==> src/isz_pkg.sv <==
package isz_pkg;
    // -----------------------------------------------------------------
    // Encoding
    // -----------------------------------------------------------------
    localparam logic [5:0] ISZ_OPCODE = 6'h0F;
    localparam int ISZ_OPC_MSB = 15;
    localparam int ISZ_OPC_LSB = 10;
    localparam int ISZ_DEST_BIT = 9;
    localparam int ISZ_ACC_BIT = 8;
    localparam int ISZ_ADDR_MSB = 7;
    localparam logic [3:0] ISZ_ACCESS_BANK = 4'h0;
    localparam logic [7:0] ISZ_ACCESS_SPLIT = 8'h80;
    localparam logic [3:0] ISZ_SFR_BANK = 4'hF;
    localparam logic [20:0] ISZ_PC_STEP = 21'h000001;
    localparam logic [7:0] ISZ_ONE = 8'h01;
    localparam logic [7:0] ISZ_ZERO = 8'h00;
    localparam logic [1:0] ISZ_Q_RESET = 2'h0;
    localparam logic [1:0] ISZ_SKIP_ONE = 2'h1;
    localparam logic [1:0] ISZ_SKIP_TWO = 2'h2;

    typedef enum logic [1:0] {
        Q1_DECODE,
        Q2_READ,
        Q3_PROCESS,
        Q4_WRITE
    } isz_phase_type;
endpackage : isz_pkg

==> src/isz_phase_gen.sv <==
module isz_phase_gen
    import isz_pkg::*;
(
    input wire logic clk,       // Core clock
    input wire logic resetn,    // Async reset, active low
    output isz_phase_type phase // Current quarter phase
);
    isz_phase_type phase_q, phase_d;

    always_comb begin
        case (phase_q)
            Q1_DECODE: phase_d = Q2_READ;
            Q2_READ: phase_d = Q3_PROCESS;
            Q3_PROCESS: phase_d = Q4_WRITE;
            Q4_WRITE: phase_d = Q1_DECODE;
            default: phase_d = Q1_DECODE;
        endcase
    end

    always_ff @(posedge clk or negedge resetn) begin
        if (!resetn) begin
            phase_q <= Q1_DECODE;
        end else begin
            phase_q <= phase_d;
        end
    end

    assign phase = phase_q;
endmodule : isz_phase_gen

==> src/isz_exec.sv <==
module isz_exec
    import isz_pkg::*;
(
    input wire logic clk,            // Core clock, one quarter phase each
    input wire logic resetn,         // Async reset, active low
    input wire logic instrValid,     // Fetched word is present this cycle
    input wire logic [15:0] instr,   // Instruction word in execution
    input wire logic nextTwoWord,    // Prefetched instruction is two words
    input wire logic [3:0] bankSel,  // bank_select_register value
    input wire logic [7:0] memRdata, // Data memory read data
    input wire logic [20:0] pcIn,    // Program counter of this word
    input wire logic [4:0] flagsIn,  // Arithmetic status flags
    output logic [11:0] memAddr,     // Data memory address
    output logic memRd,              // Read strobe in Q2
    output logic memWr,              // Write strobe in Q4
    output logic [7:0] memWdata,     // Data memory write data
    output logic accWr,              // Accumulator write strobe in Q4
    output logic [7:0] accWdata,     // Accumulator write data
    output logic [4:0] flagsOut,     // Status flags, passed unchanged
    output logic [20:0] pcNext,      // Next program counter
    output logic pcLoad,             // pcNext valid, pulsed in Q4
    output logic discard,            // Prefetched word turned into no-op
    output logic busy,               // Skip cycles running, fetch stalls
    output logic match,              // Current word is this instruction
    output logic [1:0] phaseOut      // Quarter phase number
);
    // -----------------------------------------------------------------
    // Phase
    // -----------------------------------------------------------------
    isz_phase_type phase;

    isz_phase_gen uPhase (
        .clk(clk),
        .resetn(resetn),
        .phase(phase)
    );

    // -----------------------------------------------------------------
    // State
    // -----------------------------------------------------------------
    logic [1:0] skipCnt_q, skipCnt_d;
    logic act_q, act_d;
    logic dest_q, dest_d;
    logic [11:0] addr_q, addr_d;
    logic [7:0] data_q, data_d;
    logic [20:0] pc_q, pc_d;
    logic [11:0] memAddr_q, memAddr_d;
    logic memRd_q, memRd_d;
    logic memWr_q, memWr_d;
    logic [7:0] memWdata_q, memWdata_d;
    logic accWr_q, accWr_d;
    logic [7:0] accWdata_q, accWdata_d;
    logic [4:0] flags_q, flags_d;
    logic [20:0] pcNext_q, pcNext_d;
    logic pcLoad_q, pcLoad_d;
    logic discard_q, discard_d;
    logic busy_q, busy_d;
    logic match_q, match_d;
    logic [1:0] phase_q, phase_d;
    logic isOp;
    logic [7:0] sum;

    // -----------------------------------------------------------------
    // Decode
    // -----------------------------------------------------------------
    assign isOp = instrValid
        && instr[ISZ_OPC_MSB:ISZ_OPC_LSB] == ISZ_OPCODE;
    // Eight bits wrap from FF to 00, which is what starts a skip
    assign sum = data_q + ISZ_ONE;

    // -----------------------------------------------------------------
    // Next state
    // -----------------------------------------------------------------
    always_comb begin
        skipCnt_d = skipCnt_q;
        act_d = act_q;
        dest_d = dest_q;
        addr_d = addr_q;
        data_d = data_q;
        pc_d = pc_q;
        memAddr_d = memAddr_q;
        memRd_d = 1'b0;
        memWr_d = 1'b0;
        memWdata_d = memWdata_q;
        accWr_d = 1'b0;
        accWdata_d = accWdata_q;
        flags_d = flagsIn;
        pcNext_d = pcNext_q;
        pcLoad_d = 1'b0;
        discard_d = discard_q;
        match_d = match_q;
        phase_d = 2'(phase);
        case (phase)
            Q1_DECODE: begin
                discard_d = 1'b0;
                // Skip cycles decode nothing; the word is a no-op
                if (skipCnt_q != ISZ_Q_RESET) begin
                    act_d = 1'b0;
                    match_d = 1'b0;
                end else begin
                    act_d = isOp;
                    match_d = isOp;
                    dest_d = instr[ISZ_DEST_BIT];
                    pc_d = pcIn;
                    // With a=0 the upper half of the fast bank is the top bank
                    if (instr[ISZ_ACC_BIT]) begin
                        addr_d = {bankSel, instr[ISZ_ADDR_MSB:0]};
                    end else if (instr[ISZ_ADDR_MSB:0] < ISZ_ACCESS_SPLIT) begin
                        addr_d = {ISZ_ACCESS_BANK,
                                  instr[ISZ_ADDR_MSB:0]};
                    end else begin
                        addr_d = {ISZ_SFR_BANK, instr[ISZ_ADDR_MSB:0]};
                    end
                end
            end
            Q2_READ: begin
                if (act_q) begin
                    memAddr_d = addr_q;
                    memRd_d = 1'b1;
                end
            end
            Q3_PROCESS: begin
                if (act_q) begin
                    data_d = memRdata;
                end
            end
            Q4_WRITE: begin
                if (act_q) begin
                    if (dest_q) begin
                        memAddr_d = addr_q;
                        memWr_d = 1'b1;
                        memWdata_d = sum;
                    end else begin
                        accWr_d = 1'b1;
                        accWdata_d = sum;
                    end
                    // One word is always consumed, so the step is fixed
                    pcLoad_d = 1'b1;
                    pcNext_d = pc_q + ISZ_PC_STEP;
                    if (sum == ISZ_ZERO) begin
                        discard_d = 1'b1;
                        // Skipped word still occupies the fetch slots
                        skipCnt_d = nextTwoWord ? ISZ_SKIP_TWO
                                                : ISZ_SKIP_ONE;
                    end
                end else if (skipCnt_q != ISZ_Q_RESET) begin
                    // A skip cycle retires at its last quarter phase
                    skipCnt_d = skipCnt_q - ISZ_SKIP_ONE;
                end
            end
            default: begin
                act_d = 1'b0;
            end
        endcase
        // Fetch stays stalled until the last skip cycle has retired
        busy_d = skipCnt_d != ISZ_Q_RESET;
    end

    // -----------------------------------------------------------------
    // Registers
    // -----------------------------------------------------------------
    always_ff @(posedge clk or negedge resetn) begin
        if (!resetn) begin
            skipCnt_q <= ISZ_Q_RESET;
            act_q <= 1'b0;
            dest_q <= 1'b0;
            addr_q <= '0;
            data_q <= '0;
            pc_q <= '0;
            memAddr_q <= '0;
            memRd_q <= 1'b0;
            memWr_q <= 1'b0;
            memWdata_q <= '0;
            accWr_q <= 1'b0;
            accWdata_q <= '0;
            flags_q <= '0;
            pcNext_q <= '0;
            pcLoad_q <= 1'b0;
            discard_q <= 1'b0;
            busy_q <= 1'b0;
            match_q <= 1'b0;
            phase_q <= ISZ_Q_RESET;
        end else begin
            skipCnt_q <= skipCnt_d;
            act_q <= act_d;
            dest_q <= dest_d;
            addr_q <= addr_d;
            data_q <= data_d;
            pc_q <= pc_d;
            memAddr_q <= memAddr_d;
            memRd_q <= memRd_d;
            memWr_q <= memWr_d;
            memWdata_q <= memWdata_d;
            accWr_q <= accWr_d;
            accWdata_q <= accWdata_d;
            flags_q <= flags_d;
            pcNext_q <= pcNext_d;
            pcLoad_q <= pcLoad_d;
            discard_q <= discard_d;
            busy_q <= busy_d;
            match_q <= match_d;
            phase_q <= phase_d;
        end
    end

    // -----------------------------------------------------------------
    // Outputs
    // -----------------------------------------------------------------
    assign memAddr = memAddr_q;
    assign memRd = memRd_q;
    assign memWr = memWr_q;
    assign memWdata = memWdata_q;
    assign accWr = accWr_q;
    assign accWdata = accWdata_q;
    assign flagsOut = flags_q;
    assign pcNext = pcNext_q;
    assign pcLoad = pcLoad_q;
    assign discard = discard_q;
    assign busy = busy_q;
    assign match = match_q;
    assign phaseOut = phase_q;
endmodule : isz_exec

==> config.mk <==
export PLATFORM = sky130hd
export DESIGN_NAME = isz_exec
export DESIGN_NICKNAME = d
export VERILOG_FILES = /design/src/isz_pkg.sv /design/src/isz_phase_gen.sv /design/src/isz_exec.sv
export SDC_FILE = /design/constraint.sdc
export NUM_CORES = 1
export LEC_CHECK = 0
export BUFFER_PORTS_ARGS = -buffer_cell sky130_fd_sc_hd__buf_4
export CAP_MARGIN = 20
export CELL_PAD_IN_SITES_DETAIL_PLACEMENT = 1
export CELL_PAD_IN_SITES_GLOBAL_PLACEMENT = 1
export CORE_ASPECT_RATIO = 1.2
export CORE_MARGIN = 10
export CORE_UTILIZATION = 31
export DETAILED_ROUTE_END_ITERATION = 7
export GPL_TIMING_DRIVEN = 0
export PLACE_DENSITY = 0.62
export SKIP_CTS_REPAIR_TIMING = 1
export SLEW_MARGIN = 15
export SYNTH_ARGS = -nofsm -noshare
export SYNTH_HDL_FRONTEND = slang
export SYNTH_HIERARCHICAL = 1
export SYNTH_SLANG_ARGS = --single-unit
==> constraint.sdc <==
create_clock -name clk -period 3.1 [get_ports clk]
set_input_delay 0.155 -clock clk [delete_from_list [all_inputs] [get_ports clk]]
set_output_delay 0.155 -clock clk [all_outputs]
set_load 0.005 [all_outputs]
== Yosys cells after proc, flatten, opt, wreduce, memory -nomap -nowiden ==
Cells that the tools add are included.
Storage, ports and cells
  register bits: 109
  word-level logic and storage cells: 72
  input bits: 58
  output and inout bits: 63
Operators by class
  bitwise operators: 2
  reductions and logical operators: 14
  add/sub/neg operators: 3
  magnitude comparators: 1
  eq/ne operators: 8
  muxes and demuxes: 25
Operators with widths (count)
  12-bit two-way mux: 5
  12-bit one-hot mux with 2 select lines: 1
  21-bit by 1-bit adder with 21-bit output, second input constant: 1
  1-bit two-way mux: 12
  2-bit two-way mux: 5
  3-bit AND reduction: 3
  8-bit by 1-bit adder with 8-bit output, second input constant: 1
  8-bit logical NOT: 1
  8-bit less-than comparator, second input constant: 1
  2-bit inequality test, second input constant: 4
  2-bit one-hot mux with 4 select lines: 1
  2-bit nonzero test: 4
  6-bit by 4-bit equality test with 1-bit output, second input constant: 1
  2-bit AND reduction: 3
  2-bit equality test, second input constant: 2
  4-bit AND reduction: 1
  2-bit by 1-bit equality test with 1-bit output, second input constant: 1
  2-bit logical NOT: 1
  1-bit inverter: 2
  1-bit one-hot mux with 2 select lines: 1
  2-bit by 1-bit subtractor with 2-bit output, second input constant: 1
  1-bit logical AND: 1

== Longest topological paths before layout ==
  word-level depth: 6
  depth in mapped cells: 7
  depth with buffers taken out: 6

== Hierarchy ==
Netlist, hierarchy kept.
Modules (own cells, without submodules)
  isz_exec: area each 4460.5 um2, times used 1, seq. area each 2677.6 um2, cells an instance 382
  isz_phase_gen: area each 88.8 um2, times used 1, seq. area each 50.0 um2, cells an instance 7

== Worst setup path after synthesis ==
Ideal clock, no wire load.
  kind: register to register
  start: register uPhase.phase_q[1] (netlist: uPhase/phase[1])
  end: register pc_q[10]
  arrival time: 1.670 ns
  setup slack: 1.305 ns
  setup time: 0.125 ns
  period minus slack after synthesis: 1.795 ns
  buffers on the path: 2
  stages on the path, launching flop included: 5
  data required time: 2.975 ns
  path through: dfrtp_1 clkbuf_1 nor4_4 buf_2 mux2_2
On the way
  word-level cells in the longest chain between the ends: 2
Ends and longest elaborated chain
  from (decl): RTL line isz_phase_gen.sv:8  | isz_phase_type phase_q, phase_d;
  from (signal assigned): RTL line isz_phase_gen.sv:24  | phase_q <= phase_d;
  2-bit logical NOT: RTL line isz_exec.sv:93  | case (phase)
  2-bit AND reduction (no source line)
  to (signal assigned): RTL line isz_exec.sv:189  | pc_q <= pc_d;
  to (decl): RTL line isz_exec.sv:46  | logic [20:0] pc_q, pc_d;
Every way passes these cells.
A chain may end at the register's enable or synchronous reset.

== Worst setup path in the final report ==
  start: register uPhase.phase_q[1] (netlist: uPhase/phase[1])
  end: register memWdata_q[4] (netlist: memWdata[4])
On the way
  word-level cells in the longest chain between the ends: 2
Ends and longest elaborated chain
  2-bit equality test: RTL line isz_exec.sv:93
  3-bit AND reduction (no source line)
  to (signal assigned): RTL line isz_exec.sv:193  | memWdata_q <= memWdata_d;
  to (decl): RTL line isz_exec.sv:50  | logic [7:0] memWdata_q, memWdata_d;
Every way passes these cells.

==> out/metrics.cfg <==
[setup_path]
setup.worst_path.end_class = register
r2r_end = memWdata[4]
cp-start-kind = register
setup.worst_path.start = uPhase/phase[1]
critPathMaxFanout = 10
worst_r2r_path_depth = 7
critPathCapture = memWdata[4]
cp.required_ns = 3.32
timing.rr.start = uPhase/phase[1]
worst-r2r-setup-slack_ns = 0.95
crit_arrival_ns = 2.38
crit_type = reg -> reg

[global_routing]
busiest_layer = met2
grt_pass1_vias = 3688
grt_use_total_pct = 12.7
grt_pass1_wl_um = 19700
grt.met1_usage_pct = 13.5
antenna_found_initial = 0
grt_max_degree = 110
gr-usage-met3_pct = 4.35
globalRouteMet2Util_pct = 22.2
grt-ovfl-total = 0

[floorplan]
io_pins = 121
start_util_pct = 31.6
std_cell_rows = 48
core_area_mm2 = 0.0144
fp.dieW_um = 131
die_h_um = 153
dieArea_mm2 = 0.0199

[synthesis]
synthTopCellsByArea = dfrtp_1 60%, mux2_2 11%, nand2_1 5.0%
syn_area_per_cell_um2 = 11.7
synth_edf_count = 0
ys_top_cells_by_count = 109 x dfrtp_1, 61 x nand2_1, 45 x mux2_2, 38 x o21ai_0, 15 x xnor2_1
synth.cell_area_mm2 = 0.00455
ys_seq_area_share_pct = 60.0
synth_nets = 451
yosys.area.top_type = dfrtp_1
yosys_register_bits = 109
synth_cell_types = 40
ys_async_sr_fraction_pct = 100
synth_cells = 389
ys_warn_count = 6
synth.top_cell.area_share_pct = 60.0
synth.most_common_cell = dfrtp_1
ys.flop_type = dfrtp_1

[placed_design]
pre_cts_ws_ns = 0.854
port_buffers = 120
dp_hpwl_um = 9350
routabilityCongestion = 0.815
placed_area_mm2 = 0.00567

[final_layout]
antennaDiodeCount = 0
num-nets-final = 588
layout-drive-gt1-share_pct = 36.4
fillCellCount = 1583
fin_area_mm2 = 0.00602
area_growth_pct = 32.2

[timing]
slew_viol_final = 0
setup_tns_ns = 0
hold_violations = 0
relSlewSlack_pct = 33.8
post-route-period-util_pct = 69.5
skew_ns = 0.00821
setup_viol = 0
setup_ws_ns = 0.945
worst_pin_slew_ns = 0.993
fin_crit_ns = 2.15
fmax_mhz = 464
rsz0062_at_grt = no

[power_and_ir_drop]
powerDensity_mw_per_mm2 = 480
ir_worst_vdd_mv = 0.232
leakagePower_nw = 2.82

[clock_tree]
cts_tree = yes
clkTransAtPathRegs_ns = 0.07
cts_max_path_buffers = 2
cts_root_buffer = clkbuf_16
h-tree-depth = 3
cts_sinks = 109
cts_made_buffers = 9
insertion_delay_ns = 0.35

[routing]
wl_um = 12300
dr.pass1.iters = 4
wl_per_cell_um = 17.5
vias_per_cell = 4.79
drc_errors = 0
drt_iter0_markers = 156
vias = 3380
antenna_left = 0

[hold_path]
hold_class = in -> reg

[flow_run]
cap_viol_max_count = 0

[outcome]
status = complete, no violations

cell usage in the layout, fill, tap and decap left out, types with 3 or more instances in the layout:
master / synthesis / final
a21oi_1: 11 / 11
and2_1: 4 / 4
buf_2: 3 / 3
buf_4: 0 / 119
clkbuf_1: 11 / 13
clkbuf_16: 0 / 9
dfrtp_1: 109 / 109
dlygate4sd3_1: 0 / 6
ha_1: 4 / 4
inv_1: 11 / 11
mux2_2: 45 / 45
nand2_1: 61 / 61
nand3_1: 12 / 12
nand4_1: 4 / 4
nor2_1: 11 / 11
nor3_2: 5 / 5
o21ai_0: 38 / 38
o21ai_1: 7 / 7
or3_1: 3 / 3
xnor2_1: 15 / 15
xor2_1: 7 / 7
per-stage QoR:
step	hold slack, ns	util [%]	power, mW	instances
floorplan	-0.141	-	1.63	389
global placement	0.264	39.3	1.77	684
detailed placement	0.266	39.4	1.79	684
CTS	-0.108	41.3	2.93	699
global route	0.0169	41.7	3.03	705
finish	0.00883	41.7	2.89	705
metal layers:
layer,up-vias,wire length (µm)
li1,1602,-
met1,1695,4760
met2,67,6550
met3,16,777
met4,0,242
met5,-,0
registers in the layout, indices dropped and copies added (netlist names):
register / cells
busy: 1
memWdata: 8
skipCnt_q: 2
pcLoad: 1
uPhase/phase: 2
memWr: 1
flagsOut: 5
dest_q: 1
pc_q: 21
match: 1
memAddr: 12
discard: 1
accWr: 1
phaseOut: 2
pcNext: 21
data_q: 8
accWdata: 8
addr_q: 12
memRd: 1
critical path: stages (launching register included):
cell      delay, ns
dfrtp_1        0.40
clkbuf_1       0.34
nand3_1        0.37
inv_1          0.22
nand2_1        0.20
clkbuf_1       0.28
nand2_1        0.11
o21ai_0        0.09
how the worst min path moves through the flow:
| stage | cells after the start | slack, ns | to | start |
|---|---|---|---|---|
| after floorplan | 0 | -0.14 | accWdata[0] | resetn |
| after global placement | 1 | 0.26 | flagsOut[0] | flagsIn[0] |
| after detailed placement | 1 | 0.27 | flagsOut[3] | flagsIn[3] |
| after CTS | 1 | -0.11 | flagsOut[3] | flagsIn[3] |
| after global routing | 3 | 0.02 | dest_q | instr[9] |
| final | 3 | 0.009 | dest_q | instr[9] |
power by group:
group	switching, mW	total, mW	leakage, nW	internal [mW]
registers	0.0432	1.52	1.40	1.48
logic	0.104	0.235	1.28	0.132
clock network	0.512	1.13	0.132	0.622
cells by family (layout without fill, tap and decap cells):
kind of cell,count (synthesis),count (layout),synth area share (%)
DFF,109,109,60.0
buffers and inverters,26,167,2.39
AOI/OAI and AO/OA,63,63,7.45
muxes,45,45,11.1
adders and majority gates,4,4,1.10
and+or+nand+nor,120,120,13.7
xor gates and xnor gates,22,22,4.24
area by class of cell:
class                   instances  area, µm²  area share, %
flip-flops and latches        109       2730           45.3
multi-input cells             254       1710           28.5
clock inverters                 4       50.0          0.832
repair buffers                126        965           16.0
plain buffers                  15       67.6           1.12
inverters                      11       41.3          0.686
clock buffers                  11        233           3.87
well taps                     175        219           3.64
Power figures use the tool's default switching activity.
